## config.mk

```make
export PLATFORM = sky130hd
export DESIGN_NAME = adc_conversion_pin_control
export DESIGN_NICKNAME = d
export VERILOG_FILES = /design/src/sar_model.v /design/src/adc_conversion_pin_control.v
export VERILOG_INCLUDE_DIRS = /design/src
export SDC_FILE = /design/constraint.sdc
export NUM_CORES = 1
export LEC_CHECK = 0
export BUFFER_PORTS_ARGS = -buffer_cell sky130_fd_sc_hd__buf_2
export CAP_MARGIN = 10
export CELL_PAD_IN_SITES_DETAIL_PLACEMENT = 0
export CELL_PAD_IN_SITES_GLOBAL_PLACEMENT = 2
export CORE_ASPECT_RATIO = 1.5
export CORE_MARGIN = 2
export CORE_UTILIZATION = 36
export DETAILED_ROUTE_END_ITERATION = 16
export PLACE_DENSITY_LB_ADDON = 0.1
export SYNTH_ARGS = -nofsm -noshare
export SYNTH_HDL_FRONTEND = slang
export SYNTH_SLANG_ARGS = --single-unit
```

## constraint.sdc

```tcl
create_clock -name core_clk -period 6 [get_ports core_clk]
set_clock_uncertainty 0.2 [all_clocks]
set_input_delay 0.6 -clock core_clk [delete_from_list [all_inputs] [get_ports core_clk]]
set_output_delay 0.6 -clock core_clk [all_outputs]
set_load 0.01 [all_outputs]
```

## src/adc_pin_consts.vh

```
`ifndef ADC_PIN_CONSTS_VH
`define ADC_PIN_CONSTS_VH
// timing
`define CLK_PERIOD_NS 40
`define POWERUP_TIME_NS 1000
`define POWERUP_CYCLES ((`POWERUP_TIME_NS + `CLK_PERIOD_NS - 1) / `CLK_PERIOD_NS)
`define CONV_TIME_NS 2000
`define CONV_CYCLES ((`CONV_TIME_NS + `CLK_PERIOD_NS - 1) / `CLK_PERIOD_NS)
// bus addresses
`define ADDR_V0_LOW 7'h21
`define ADDR_V0_HIGH 7'h22
`define ADDR_V1_LOW 7'h23
`define ADDR_V1_HIGH 7'h24
`define ADDR_FLOAT 7'h20
// register offsets
`define OFF_CONFIG 4'h0
`define OFF_RESULT 4'h1
`define OFF_HIGH_LIMIT 4'h2
`define OFF_LOW_LIMIT 4'h3
`define OFF_STATUS 4'h4
`define OFF_MASK 4'h5
`define OFF_ADDRESS 4'h6
// config fields
`define CFG_ALERT_EN 0
`define CFG_BUSY_MODE 1
`define CFG_CHANNEL_MODE 6
`define CFG_CHAN_SEL 7
`define CFG_RESET 8'h00
`define HIGH_LIMIT_RESET 12'hfff
`define LOW_LIMIT_RESET 12'h000
// status fields
`define ST_DONE 0
`define ST_ALARM 1
`define ST_SHORT 2
`endif

```

## src/sar_model.v

```verilog
`timescale 1ns/1ns
`include "adc_pin_consts.vh"
module sar_model #(
  parameter WIDTH = 12,
  parameter CONV_CYCLES = `CONV_CYCLES
) (
  input wire core_clk,
  input wire rstn,
  input wire start,
  input wire [WIDTH-1:0] sample,
  output reg busy,
  output reg done,
  output reg [WIDTH-1:0] code
);
  // ==========================================================
  // successive approximation sequencer, one bit per step
  reg [7:0] tickCnt_reg;
  reg [WIDTH-1:0] trial_reg;
  reg [WIDTH-1:0] held_reg;
  reg [4:0] bitIdx_reg;
  localparam integer STEP_I = (CONV_CYCLES / WIDTH) < 1 ? 1 : CONV_CYCLES / WIDTH;
  localparam [7:0] STEP = STEP_I[7:0];
  always @(posedge core_clk or negedge rstn) begin
    if (!rstn) begin
      busy <= 1'b0;
      done <= 1'b0;
      code <= 12'h000;
      tickCnt_reg <= 8'h00;
      trial_reg <= 12'h000;
      held_reg <= 12'h000;
      bitIdx_reg <= 5'h00;
    end else begin
      done <= 1'b0;
      if (start && !busy) begin
        busy <= 1'b1;
        held_reg <= sample;
        trial_reg <= 12'h000;
        bitIdx_reg <= WIDTH[4:0] - 5'h01;
        tickCnt_reg <= 8'h00;
      end else if (busy) begin
        if (tickCnt_reg == STEP - 8'h01) begin
          tickCnt_reg <= 8'h00;
          if ((trial_reg | (12'h001 << bitIdx_reg)) <= held_reg)
            trial_reg <= trial_reg | (12'h001 << bitIdx_reg);
          if (bitIdx_reg == 5'h00) begin
            busy <= 1'b0;
            done <= 1'b1;
            if ((trial_reg | 12'h001) <= held_reg)
              code <= trial_reg | 12'h001;
            else
              code <= trial_reg;
          end else begin
            bitIdx_reg <= bitIdx_reg - 5'h01;
          end
        end else begin
          tickCnt_reg <= tickCnt_reg + 8'h01;
        end
      end
    end
  end
endmodule // sar_model

```

## src/adc_conversion_pin_control.v

```verilog
// Design decisions made here: the placing of the registers and the address-and-strobe port.
`timescale 1ns/1ns
`include "adc_pin_consts.vh"
module adc_conversion_pin_control #(
  parameter PART_VERSION = 0,
  parameter WIDTH = 12,
  parameter POWERUP_CYCLES = `POWERUP_CYCLES,
  parameter CONV_CYCLES = `CONV_CYCLES
) (
  input wire core_clk,
  input wire resetn,
  input wire convertStart,
  input wire addrSelHigh,
  input wire addrSelFloat,
  input wire [WIDTH-1:0] firstAnalogInput,
  input wire [WIDTH-1:0] secondAnalogInput,
  input wire [3:0] regAddr,
  input wire [15:0] regWdata,
  input wire regWrite,
  input wire regRead,
  output reg [15:0] regRdata,
  output wire alertBusyOut,
  output wire alertBusyOe_n,
  output reg [6:0] busAddress,
  output reg converterPowered,
  output reg trackHold,
  output reg useExternalRef,
  output wire irq
);
  // ==========================================================
  // reset release
  // two-stage release so every flop leaves reset on the same edge
  reg rstMeta_reg;
  reg rstn_reg;
  always @(posedge core_clk or negedge resetn) begin
    if (!resetn) begin
      rstMeta_reg <= 1'b0;
      rstn_reg <= 1'b0;
    end else begin
      rstMeta_reg <= 1'b1;
      rstn_reg <= rstMeta_reg;
    end
  end

  // ==========================================================
  // pin synchronisers
  reg [1:0] cs_reg;
  reg csPrev_reg;
  reg [1:0] selHigh_reg;
  reg [1:0] selFloat_reg;
  always @(posedge core_clk or negedge rstn_reg) begin
    if (!rstn_reg) begin
      cs_reg <= 2'h0;
      csPrev_reg <= 1'b0;
      selHigh_reg <= 2'h0;
      selFloat_reg <= 2'h0;
    end else begin
      cs_reg <= {cs_reg[0], convertStart};
      csPrev_reg <= cs_reg[1];
      selHigh_reg <= {selHigh_reg[0], addrSelHigh};
      selFloat_reg <= {selFloat_reg[0], addrSelFloat};
    end
  end
  wire csRise = cs_reg[1] & ~csPrev_reg;
  wire csFall = ~cs_reg[1] & csPrev_reg;

  // ==========================================================
  // analog level synchronisers
  // levels are held steady around a conversion, so a plain two-stage copy is enough
  reg [WIDTH-1:0] firstMeta_reg;
  reg [WIDTH-1:0] firstSync_reg;
  reg [WIDTH-1:0] secondMeta_reg;
  reg [WIDTH-1:0] secondSync_reg;
  always @(posedge core_clk or negedge rstn_reg) begin
    if (!rstn_reg) begin
      firstMeta_reg <= {WIDTH{1'b0}};
      firstSync_reg <= {WIDTH{1'b0}};
      secondMeta_reg <= {WIDTH{1'b0}};
      secondSync_reg <= {WIDTH{1'b0}};
    end else begin
      firstMeta_reg <= firstAnalogInput;
      firstSync_reg <= firstMeta_reg;
      secondMeta_reg <= secondAnalogInput;
      secondSync_reg <= secondMeta_reg;
    end
  end

  // ==========================================================
  // address selection
  function [6:0] pickAddr;
    input isV1;
    input high;
    input flt;
    begin
      if (flt)
        pickAddr = `ADDR_FLOAT;
      else if (isV1)
        pickAddr = high ? `ADDR_V1_HIGH : `ADDR_V1_LOW;
      else
        pickAddr = high ? `ADDR_V0_HIGH : `ADDR_V0_LOW;
    end
  endfunction
  reg addrTaken_reg;
  reg [1:0] settle_reg;
  always @(posedge core_clk or negedge rstn_reg) begin
    if (!rstn_reg) begin
      addrTaken_reg <= 1'b0;
      settle_reg <= 2'h0;
      busAddress <= `ADDR_FLOAT;
    end else if (!addrTaken_reg) begin
      if (settle_reg == 2'h2) begin
        addrTaken_reg <= 1'b1;
        busAddress <= pickAddr(PART_VERSION != 0, selHigh_reg[1], selFloat_reg[1]);
      end else begin
        settle_reg <= settle_reg + 2'h1;
      end
    end
  end

  // ==========================================================
  // registers
  reg [7:0] config_reg;
  reg [WIDTH-1:0] highLimit_reg;
  reg [WIDTH-1:0] lowLimit_reg;
  reg [WIDTH-1:0] result_reg;
  reg [2:0] status_reg;
  reg [2:0] mask_reg;
  reg [2:0] events;
  wire wrStatus = regWrite && regAddr == `OFF_STATUS;
  // limit check shared by the alarm pin and the alarm status bit
  function outOfLimits;
    input [WIDTH-1:0] value;
    input [WIDTH-1:0] upper;
    input [WIDTH-1:0] lower;
    begin
      outOfLimits = (value > upper) || (value < lower);
    end
  endfunction

  // ==========================================================
  // power and conversion sequencer
  localparam [3:0] ST_DOWN = 4'h1;
  localparam [3:0] ST_POWERING = 4'h2;
  localparam [3:0] ST_READY = 4'h4;
  localparam [3:0] ST_CONVERT = 4'h8;
  reg [3:0] state_reg;
  reg [3:0] state_next;
  reg [15:0] pwrCnt_reg;
  reg shortPulse_reg;
  wire convBusy;
  wire convDone;
  wire [WIDTH-1:0] convCode;
  wire startConv = (state_reg == ST_POWERING || state_reg == ST_READY) && csFall;
  reg [WIDTH-1:0] selInput;
  // single-channel mode always converts the first input, the second pin is the reference
  always @* begin
    if (config_reg[`CFG_CHANNEL_MODE]) begin
      selInput = firstSync_reg;
    end else if (config_reg[`CFG_CHAN_SEL]) begin
      selInput = secondSync_reg;
    end else begin
      selInput = firstSync_reg;
    end
  end
  always @* begin
    state_next = state_reg;
    case (state_reg)
      ST_DOWN: begin
        // falls seen while powered down are ignored
        if (csRise)
          state_next = ST_POWERING;
      end
      ST_POWERING: begin
        if (csFall)
          state_next = ST_CONVERT;
        else if (pwrCnt_reg == POWERUP_CYCLES[15:0] - 16'h0001)
          state_next = ST_READY;
      end
      ST_READY: begin
        if (csFall)
          state_next = ST_CONVERT;
      end
      ST_CONVERT: begin
        // pin edges during a conversion are ignored
        if (convDone)
          state_next = ST_DOWN;
      end
      default: state_next = ST_DOWN;
    endcase
  end
  always @(posedge core_clk or negedge rstn_reg) begin
    if (!rstn_reg) begin
      state_reg <= ST_DOWN;
      pwrCnt_reg <= 16'h0000;
      shortPulse_reg <= 1'b0;
      converterPowered <= 1'b0;
      trackHold <= 1'b0;
      useExternalRef <= 1'b0;
      result_reg <= 12'h000;
    end else begin
      state_reg <= state_next;
      if (state_reg == ST_POWERING)
        pwrCnt_reg <= pwrCnt_reg + 16'h0001;
      else
        pwrCnt_reg <= 16'h0000;
      if (startConv)
        shortPulse_reg <= (state_reg == ST_POWERING);
      converterPowered <= (state_next != ST_DOWN);
      trackHold <= (state_next == ST_CONVERT);
      useExternalRef <= config_reg[`CFG_CHANNEL_MODE];
      if (convDone)
        result_reg <= convCode;
    end
  end

  sar_model #(
    .WIDTH(WIDTH),
    .CONV_CYCLES(CONV_CYCLES)
  ) u_sar (
    .core_clk(core_clk),
    .rstn(rstn_reg),
    .start(startConv),
    .sample(selInput),
    .busy(convBusy),
    .done(convDone),
    .code(convCode)
  );

  // ==========================================================
  // shared output
  reg alarm_reg;
  always @(posedge core_clk or negedge rstn_reg) begin
    if (!rstn_reg) begin
      alarm_reg <= 1'b0;
    end else if (convDone) begin
      alarm_reg <= config_reg[`CFG_ALERT_EN] && outOfLimits(convCode, highLimit_reg, lowLimit_reg);
    end else if (!config_reg[`CFG_ALERT_EN]) begin
      alarm_reg <= 1'b0;
    end
  end
  wire sharedActive = config_reg[`CFG_BUSY_MODE] ? (state_reg == ST_CONVERT) : alarm_reg;
  assign alertBusyOut = 1'b0;
  assign alertBusyOe_n = ~sharedActive;

  // ==========================================================
  // interrupt status
  always @* begin
    events = 3'h0;
    events[`ST_DONE] = convDone;
    events[`ST_ALARM] = convDone && config_reg[`CFG_ALERT_EN] && outOfLimits(convCode, highLimit_reg, lowLimit_reg);
    events[`ST_SHORT] = startConv && state_reg == ST_POWERING;
  end
  always @(posedge core_clk or negedge rstn_reg) begin
    if (!rstn_reg)
      status_reg <= 3'h0;
    else if (wrStatus)
      status_reg <= (status_reg & ~regWdata[2:0]) | events;
    else
      status_reg <= status_reg | events;
  end
  assign irq = |(status_reg & mask_reg);

  // ==========================================================
  // register port
  always @(posedge core_clk or negedge rstn_reg) begin
    if (!rstn_reg) begin
      config_reg <= `CFG_RESET;
      highLimit_reg <= `HIGH_LIMIT_RESET;
      lowLimit_reg <= `LOW_LIMIT_RESET;
      mask_reg <= 3'h0;
      regRdata <= 16'h0000;
    end else begin
      if (regWrite) begin
        case (regAddr)
          `OFF_CONFIG: config_reg <= regWdata[7:0];
          `OFF_HIGH_LIMIT: highLimit_reg <= regWdata[WIDTH-1:0];
          `OFF_LOW_LIMIT: lowLimit_reg <= regWdata[WIDTH-1:0];
          `OFF_MASK: mask_reg <= regWdata[2:0];
          default: ;
        endcase
      end
      regRdata <= 16'h0000;
      if (regRead) begin
        case (regAddr)
          `OFF_CONFIG: regRdata <= {8'h00, config_reg};
          `OFF_RESULT: regRdata <= {3'h0, shortPulse_reg, result_reg};
          `OFF_HIGH_LIMIT: regRdata <= {4'h0, highLimit_reg};
          `OFF_LOW_LIMIT: regRdata <= {4'h0, lowLimit_reg};
          `OFF_STATUS: regRdata <= {8'h00, convBusy, state_reg, status_reg};
          `OFF_MASK: regRdata <= {13'h0000, mask_reg};
          `OFF_ADDRESS: regRdata <= {8'h00, addrTaken_reg, busAddress};
          default: regRdata <= 16'h0000;
        endcase
      end
    end
  end
endmodule // adc_conversion_pin_control

```

Word-level counts from Yosys, hierarchy flattened:

Index checks and enable logic that the tools add are counted.

* $add $sub $neg: 4
* shift-type cells: 1
* div/mod/pow operators: 0
* bitwise logic cells: 14
* equality and inequality tests: 17
* multiply operators: 0
* multiplexer cells: 39
* magnitude comparators: 4
* reduce and logical (&&, ||, !) cells: 25

Operators with widths (count)
* case mux 13 bit (7 select lines): 1
* two-way mux 12 bit: 6
* <= comparator 12 bit: 2
* two-way mux 8 bit: 3
* two-way mux 4 bit: 5
* two-way mux 5 bit: 4
* adder 16 x 1 -> 16 bit (second input constant): 1
* == test 16 x 5 -> 1 bit (second input constant): 1
* == test 4 x 3 -> 1 bit (second input constant): 4
* two-way mux 16 bit: 1
* case mux 4 bit (4 select lines): 1
* two-way mux 1 bit: 14
* two-way mux 13 bit: 1
* == test 4 x 2 -> 1 bit (second input constant): 3
* greater-than comparator 12 bit: 1
* less-than comparator 12 bit: 1
* bitwise OR 12 bit: 1
* AND reduction 2 bit: 6
* << shifter 1 x 5 -> 12 bit (first input constant): 1
* adder 8 x 1 -> 8 bit (second input constant): 1
* == test 4 x 1 -> 1 bit (second input constant): 2
* == test 4 bit (second input constant): 2
* == test 8 x 2 -> 1 bit (second input constant): 1
* logical AND 1 bit: 7
* other kinds (20): 34

* memory bits (writable): 0
* memory bits (read-only): 0
* output and inout port bits: 29
* flip-flop bits (word level): 209
* bits of input ports: 51
* memories: 0
* bits in latches: 0
* word-level logic and storage cells: 138

Logic depth before layout (Yosys ltp):

Gate-level depths: netlist of run 1.

* depth after elaboration: 7
* depth in mapped cells: 11
* depth with buffers taken out: 10

By module:

A second synthesis of run 1 with hierarchy kept.

* cell total of the unflattened synthesis: 859
* area total of the unflattened synthesis: 9465.3 um^2

Modules (own cells, without submodules)
* adc_conversion_pin_control: area an instance 6517.5 um^2, cells each 535, times used 1, seq. area each 3769.9 um^2
* sar_model: area an instance 2947.8 um^2, cells each 324, times used 1, seq. area each 1276.2 um^2

Least setup slack after synthesis of run 1:

Ideal clock, no wire load.

* path type: reg-to-reg
* start: reg u_sar.bitIdx_reg[2]
* end: reg u_sar.trial_reg[10]
* slack: 3.393 ns
* period minus slack after synthesis: 2.607 ns
* stages on the path, launching flop included: 10
* path buffers: 1
* data required time: 5.733 ns
* library setup time: 0.067 ns
* data arrival time: 2.340 ns
* cell sequence: dfrtp_1 nor3_1 a21o_1 ha_1 a21oi_1 a31oi_1 or3_1 o311ai_0 buf_2 a32o_1

* word-level cells in the longest chain between the ends: 6
* elaborated cells between the ends (all ways): 9
* those cells by class: 1 x order compare; 1 x shift; 4 x mux; 1 x bitwise; 2 x reduce/logical

Ends and longest elaborated chain
* start, declared: line sar_model.v:20 `reg [4:0] bitIdx_reg;`
* start signal, assigned: line sar_model.v:38 `bitIdx_reg <= WIDTH[4:0] - 5'h01;`
* start signal, assigned: line sar_model.v:53 `bitIdx_reg <= bitIdx_reg - 5'h01;`
* << shifter 1 x 5 -> 12 bit (*): line sar_model.v:43, sar_model.v:44
* bitwise OR 12 bit (*): line sar_model.v:43, sar_model.v:44
* parallel branches: the longest is 4 deep, another holds <= comparator 12 bit
* end signal, assigned: line sar_model.v:44 `trial_reg <= trial_reg | (12'h001 << bitIdx_reg);`
* end, declared: line sar_model.v:18 `reg [WIDTH-1:0] trial_reg;`

Mark *: on every way between the ends. The select of a mux whose other input is x is not followed.
A chain may end at the register's enable or synchronous reset.

Worst setup path after layout of run 1:

* start: reg u_sar.bitIdx_reg[2]
* end: reg u_sar.trial_reg[3]

The elaborated chain is that of the path after synthesis.

==> metrics.md, run 1 <==
| Metric | Value |
|---|---|
| # setup viols final | 0 |
| DIE HEIGHT | about 200 um |
| Post-synth ARST share | 100% |
| Clock Latency Late Sink | 0.49 ns |
| Register area share after synthesis | between 50% and 60% |
| Largest family of logic cells by synthesized area | simple AND/OR/NAND/NOR gates |
| Highest achievable clock rate | approximately 300 MHz |
| I/O pin count | 80 |
| Proportion of layout cells with a drive suffix above 1 | 21.3% |
| Final-stage net count | 980 |
| H-tree depth | 1 |
| Post-CTS Setup Bufs | 0 |
| Final RePlAce weighted congestion | 0.836 |
| Drt first pass iters | 5 |
| Port bufs | 66 |
| Top post-synthesis cells by area | dfrtp_1 (51%), ha_1 (7.5%), mux2_2 (6.4%) |
| Maximum buffer depth of the clock tree | 3 |
| Largest net degree at the start of global routing | 140 |
| Fin. Hold Viols | 0 |
| Min-Delay Path Class | in2reg |
| Yosys warning total | 0 |
| Post-Synth Simple-Gate Area | 13.6% |
| Per-cell routed wire length | 17.5 um |
| Vias/cell | 5.02 |
| Seq cells post-synth | 201 |
| Root Buffer | clkbuf_16 |
| First-pass GRT wire length | about 35 mm |
| Startpoint Class | flop |
| Ant. Diodes | 0 |
| Max cap viols | 0 |
| Post-route design area | roughly 0.011 mm2 |
| Mapped Cells | 788 |
| Avg Cell Area, Syn | 11.7 um2 |
| TritonCTS clock tree | yes |
| Mapped cell area | 0.00922 mm2 |
| Fillers | 2411 |
| Cell count after placement | around 1.2k |
| Overflow left after global routing | 0 |
| Max-slew violation count | 0 |
| Total number of vias | approximately 6k |
| Antenna violations before repair | 0 |
| Clk pin slew, worst setup/hold paths | ~0.06 ns |
| Synth area leader | dfrtp_1 |
| Synth-to-layout area growth | 16.5% |
| Max reg flops | 16 |
| CTS buffer count | 21 |
| Initial DRC count | 308 |
| Fin crit period | 3.36 ns |
| Post-route ant nets | 0 |
| GRT Total Usage | 16.3% |
| Dpl cell area | just under 0.01 mm2 |
| Hpwl dp | around 15 mm |
| Pwr per Cell Area | 355 mW/mm2 |
| Crit. End Element | flop |
| Lkg Pwr | 5.14 nW |
| Area of the multi-input gates | 0.00381 mm2 |
| Peak VDD IR | between 0.00015 and 0.0002 V |
| Mux share of post-synthesis cell area | 7.77% |
| R2r setup slk | 2.64 ns |
| Crit path arrival time | 3.58 ns |
| Status | complete, no violations |
| Period utilization | 56.0% |
| Number of placement rows | 71 |
| DRC viols | 0 |
| Max_slew headroom | about 30% |
| Via count of the first global-routing pass | 6549 |
| Total Power | 0.00381 W |
| Final cell count without fillers | between 1k and 1.5k |
| Post-Route Setup TNS | 0 ns |
| Initial Utilization | 36.7% |
| Synth Area in XOR/XNOR | between 2 and 3% |
| Share of the synthesized area in the top cell type | between 50 and 60% |
| Adder-Cell Fraction of Synth Area | 7.47% |
| Post-synth EDFFs | 0 |
| Synth cell types | between 70 and 80 |
| Die ar. | 0.0269 mm2 |
| CP max FO | 12 |
| Top_reg_cell synth | dfrtp_1 |
| Critical path type | reg2reg |
| Clock sink total | between 200 and 250 |
| Post-synthesis compound-gate area fraction | 9.56% |
| Required time worst endpoint | 6.22 ns |
| Total Wirelength | 21.2 mm |
| Core box area | 0.0251 mm2 |
| Sequential cell area | 0.00505 mm2 |
| Worst-Margin Slew | ~1.1 ns |
| RSZ-0062 raised after global routing | false |
| Worst hold slack | 0.0239 ns |
| Die X | 135 um |
-- where the power goes --
group / internal, W / switching (W)
logic: 0.000332 / 0.000409
registers: 0.00155 / 0.000180
clock network: 0.000811 / 0.000528
-- per-stage QoR --
step	util, %	setup WS, ns
floorplan	-	2.50
global placement	39.0	2.69
detailed placement	39.0	2.65
CTS	42.7	2.60
global route	42.7	2.42
finish	42.7	2.64
-- final cells by class --
type	instances	area share, %
Timing Repair Buffer	90	5.36
Multi-Input combinational cell	513	35.5
Clock inverter	8	1.12
Sequential cell	201	47.1
Tap cell	328	3.82
Clock buffer	29	5.46
Inverter	47	1.64
-- cells in the mapped netlist, drive strengths merged, types with 3 or more instances --
cell    number
dfrtp      188
nand2       85
ha          55
mux2        52
nor2        50
inv         47
o21ai       29
buf         28
a21oi       27
nand3       22
a21o        16
dfstp       13
mux2i       13
xnor2       13
xor2        13
a32o        12
a22oi       11
nand4       10
nor2b       10
a222oi       8
nor3         8
and3         7
clkbuf       7
nor4b        6
a31oi        5
nand2b       5
nor3b        5
a22o         3
and4         3
nor4         3
o211ai       3
or2          3
-- kinds of logic (layout without fill, tap and decap cells) --
kind of cell    Yosys count  after routing
compound gates          127            127
flops                   201            201
other cells               2             10
simple gates            230            230
xor+xnor                 26             26
mux                      65             65
buf+inv                  82            174
fa+ha+maj                55             55
-- critical path, cell delays in order (launching register included) --
cell      delay [ns]
dfrtp_1         0.51
nor3b_1         0.67
a21o_1          0.25
ha_1            0.17
nand4_1         0.21
o311ai_2        0.97
a32o_1          0.29
-- placed cells by master, fill, tap and decap left out, drive strengths merged, types with 3 or more instances in the layout --
| master | Yosys | routed |
|---|---|---|
| bufinv | 0 | 3 |
| conb | 2 | 10 |
| nand2 | 85 | 85 |
| inv | 47 | 47 |
| or2 | 3 | 3 |
| xor2 | 13 | 13 |
| a21oi | 27 | 27 |
| a32o | 12 | 12 |
| buf | 28 | 69 |
| clkinv | 0 | 3 |
| o21ai | 29 | 29 |
| dlygate4sd3 | 0 | 21 |
| ha | 55 | 55 |
| and4 | 3 | 3 |
| nor3 | 8 | 8 |
| a22oi | 11 | 11 |
| nor4b | 6 | 6 |
| a21o | 16 | 16 |
| and3 | 7 | 7 |
| mux2i | 13 | 13 |
| nand4 | 10 | 10 |
| o211ai | 3 | 3 |
| nand2b | 5 | 5 |
| dfstp | 13 | 13 |
| a31oi | 5 | 5 |
| nand3 | 22 | 22 |
| nor4 | 3 | 3 |
| nor2b | 10 | 10 |
| nor3b | 5 | 5 |
| mux2 | 52 | 52 |
| a222oi | 8 | 8 |
| dfrtp | 188 | 188 |
| a22o | 3 | 3 |
| nor2 | 50 | 50 |
| xnor2 | 13 | 13 |
| clkbuf | 7 | 29 |
-- repair_timing --
item,CTS,global route
hold buffers,21,0
gates resized for setup,0,0
hold endpoints to repair,22,0
-- worst paths after layout --
path                            cells past startpoint                              to                             from
worst max-delay path                                6  u_sar.trial_reg[3]$_DFFE_PN0P_  u_sar.bitIdx_reg[2]$_DFFE_PN0P_
worst min-delay path                                1     secondMeta_reg[0]$_DFF_PN0_             secondAnalogInput[0]
worst max register to register                      6  u_sar.trial_reg[3]$_DFFE_PN0P_  u_sar.bitIdx_reg[2]$_DFFE_PN0P_
worst min register to register                      0      firstSync_reg[0]$_DFF_PN0_       firstMeta_reg[0]$_DFF_PN0_
max in group asynchronous                           1           regRdata[9]$_DFF_PN0_               rstn_reg$_DFF_PN0_
min in group asynchronous                           0         pwrCnt_reg[2]$_DFF_PN0_               rstn_reg$_DFF_PN0_
-- routing by layer --
layer	up-vias	GRT usage, %	part of all wire, %
li1	2917	-	-
met4	0	5.54	2.9
met1	3031	18.7	40
met2	124	31.0	54
met5	-	0	0
met3	38	2.12	3.6
Note: power is estimated with default switching activity, not from simulation.
==> run 2: changes to the inputs <==
==> constraint.sdc (replaced) <==
create_clock -name core_clk -period 3 [get_ports core_clk]
set_clock_uncertainty 0.2 [all_clocks]
set_input_delay 0.3 -clock core_clk [delete_from_list [all_inputs] [get_ports core_clk]]
set_output_delay 0.3 -clock core_clk [all_outputs]
set_load 0.01 [all_outputs]
==> metrics.md, run 2 (same netlist as run 1, synthesis figures left out) <==
| Metric | Value |
|---|---|
| Status | complete, no violations |
| Maximum buffer depth of the clock tree | 3 |
| GRT Total Usage | 16.6% |
| Critical path type | reg2reg |
| Min-Delay Path Class | reg2reg |
| Ant. Diodes | 0 |
| Required time worst endpoint | approximately 3.2 ns |
| Post-CTS Setup Bufs | 0 |
| Max reg flops | 16 |
| Startpoint Class | flop |
| Crit path arrival time | 3.03 ns |
| Worst-Margin Slew | between 0.7 and 0.8 ns |
| Total Wirelength | 21.6 mm |
| Clock Latency Late Sink | 0.50 ns |
| CTS buffer count | 22 |
| Port bufs | 66 |
| Max_slew headroom | 47.9% |
| Pre-CTS WS | 0.242 ns |
| Peak VDD IR | 0.000468 V |
| Total Power | 0.00769 W |
| Final setup margin | 0.204 ns |
| NetSw | 0.00228 W |
| Root Buffer | clkbuf_16 |
| Max cap viols | 0 |
| Antenna violations before repair | 0 |
| Post-route design area | 0.0111 mm2 |
| Die ar. | roughly 0.027 mm2 |
| DRC viols | 0 |
| Vias/cell | 4.98 |
| Initial DRC count | 354 |
| Worst Setup SP | u_sar.bitIdx_reg[3]$_DFFE_PN0P_ |
| Largest net degree at the start of global routing | approximately 130 |
| Comb power frac | 20.1% |
| Wire length on met3 | 656 um |
| Hpwl dp | 15.7 mm |
| Reg power frac | roughly 45% |
| Via count of the first global-routing pass | between 6k and 7k |
| Lkg Pwr | between 5 and 6 nW |
| Fin. Hold Viols | 0 |
| Core box area | 0.0251 mm2 |
| Post-Route Setup TNS | 0 ns |
| End-of-flow core utilization | 44.3% |
| Pwr per Cell Area | just under 700 mW/mm2 |
| Period utilization | approximately 93% |
| Proportion of layout cells with a drive suffix above 1 | 22.7% |
| M1 WL | 8.73 mm |
| Fillers | 2372 |
| Internal | 0.00541 W |
| H-tree depth | 1 |
| Fin crit period | about 2.8 ns |
| DIE HEIGHT | 200 um |
| RSZ-0062 raised after global routing | false |
| Dpl cell area | around 0.01 mm2 |
| First-pass GRT wire length | 35.2 mm |
| # setup viols final | 0 |
| Crit. End Element | flop |
| Synth-to-layout area growth | 20.7% |
| Total number of vias | 6256 |
| Sw Ratio | between 20 and 30% |
| Number of placement rows | ~70 |
| I/O pin count | 80 |
| Initial Utilization | 36.7% |
| TritonCTS clock tree | yes |
| Hold Crit Start | firstMeta_reg[5]$_DFF_PN0_ |
| Reg-to-Reg Start | u_sar.bitIdx_reg[3]$_DFFE_PN0P_ |
| Max-slew violation count | 0 |
| Drt first pass iters | 5 |
| Final-stage net count | 1019 |
| CP max FO | 8 |
| Highest achievable clock rate | 358 MHz |
| Overflow left after global routing | 0 |
| Most common cell after layout, fill and taps aside | dfrtp_1 |
| Post-route ant nets | 0 |
| Die X | 135 um |
| Clk pin slew, worst setup/hold paths | 0.06 ns |
| Uppermost layer routed | met4 |
| Clock sink total | 201 |
| Clk pwr share | 35.2% |
| R2r setup slk | 0.20 ns |
| Per-cell routed wire length | 17.2 um |
| Final RePlAce weighted congestion | 0.806 |
| Commonest non-fill, non-tap cells in the layout | dfrtp_1 (187), nand2_1 (82), buf_2 (66) |
| Met2 WL | 11.6 mm |
run 2: changes by cell type in the layout (fill, tap and decap cells not counted), sizes merged:
cell         before  now
bufinv            3    1
dlygate4sd3      21   43
buf              69   85
clkinv            3    8
run 2: what timing repair did:
action / CTS / global route
hold endpoints to repair: 71 / 0
gates resized for setup: 0 / 0
hold buffers: 43 / 0
run 2: routing by layer:
metal,GRT usage (%),vias up
met5,0,-
met4,5.81,0
met3,2.10,30
met2,31.2,119
met1,19.2,3103
li1,-,3004
run 2: path summary, 6_finish.rpt:
path                                                    end  cells after the start
max reg2reg                  u_sar.trial_reg[9]$_DFFE_PN0P_                      9
max                          u_sar.trial_reg[9]$_DFFE_PN0P_                      9
min reg2reg                      firstSync_reg[5]$_DFF_PN0_                      0
max in group asynchronous         u_sar.code[6]$_DFFE_PN0P_                      1
min in group asynchronous  u_sar.tickCnt_reg[4]$_DFFE_PN0P_                      1
min                              firstSync_reg[5]$_DFF_PN0_                      0
run 2: power groups by stage:
stage / Clock [W] / Combinational [W] / Sequential (W)
final: 0.00271 / 0.00155 / 0.00344
after global routing: 0.00293 / 0.00176 / 0.00349
after CTS: 0.00282 / 0.00158 / 0.00344
after detailed placement: 0 / 0.00153 / 0.00349
after global placement: 0 / 0.00148 / 0.00347
after floorplan: 0 / 0.00111 / 0.00339
run 2: cell type report:
| type | count | area [um2] | area share (%) |
|---|---|---|---|
| tap | 328 | 410 | 3.69 |
| inverter | 47 | 176 | 1.59 |
| clock inverter | 11 | 92.6 | 0.832 |
| timing repair buffer | 128 | 941 | 8.46 |
| sequential | 201 | 5050 | 45.4 |
| clock buffer | 29 | 648 | 5.83 |
| multi-input combinational | 513 | 3810 | 34.2 |
run 2: metrics by stage:
stage               hold slack [ns]  cells
detailed placement           -0.113   1174
finish                        0.139   1257
global placement             -0.115   1174
CTS                           0.120   1257
floorplan                    -0.196    796
global route                  0.148   1257
run 2: worst max-delay path: stages (launching register included):
cell and delay (ns):
dfrtp_1 0.46, nor3_1 0.42, a21o_1 0.21, ha_1 0.26, a21oi_1 0.16, a31oi_1 0.11
or3_1 0.37, o311ai_1 0.10, buf_4 0.23, a32o_1 0.19
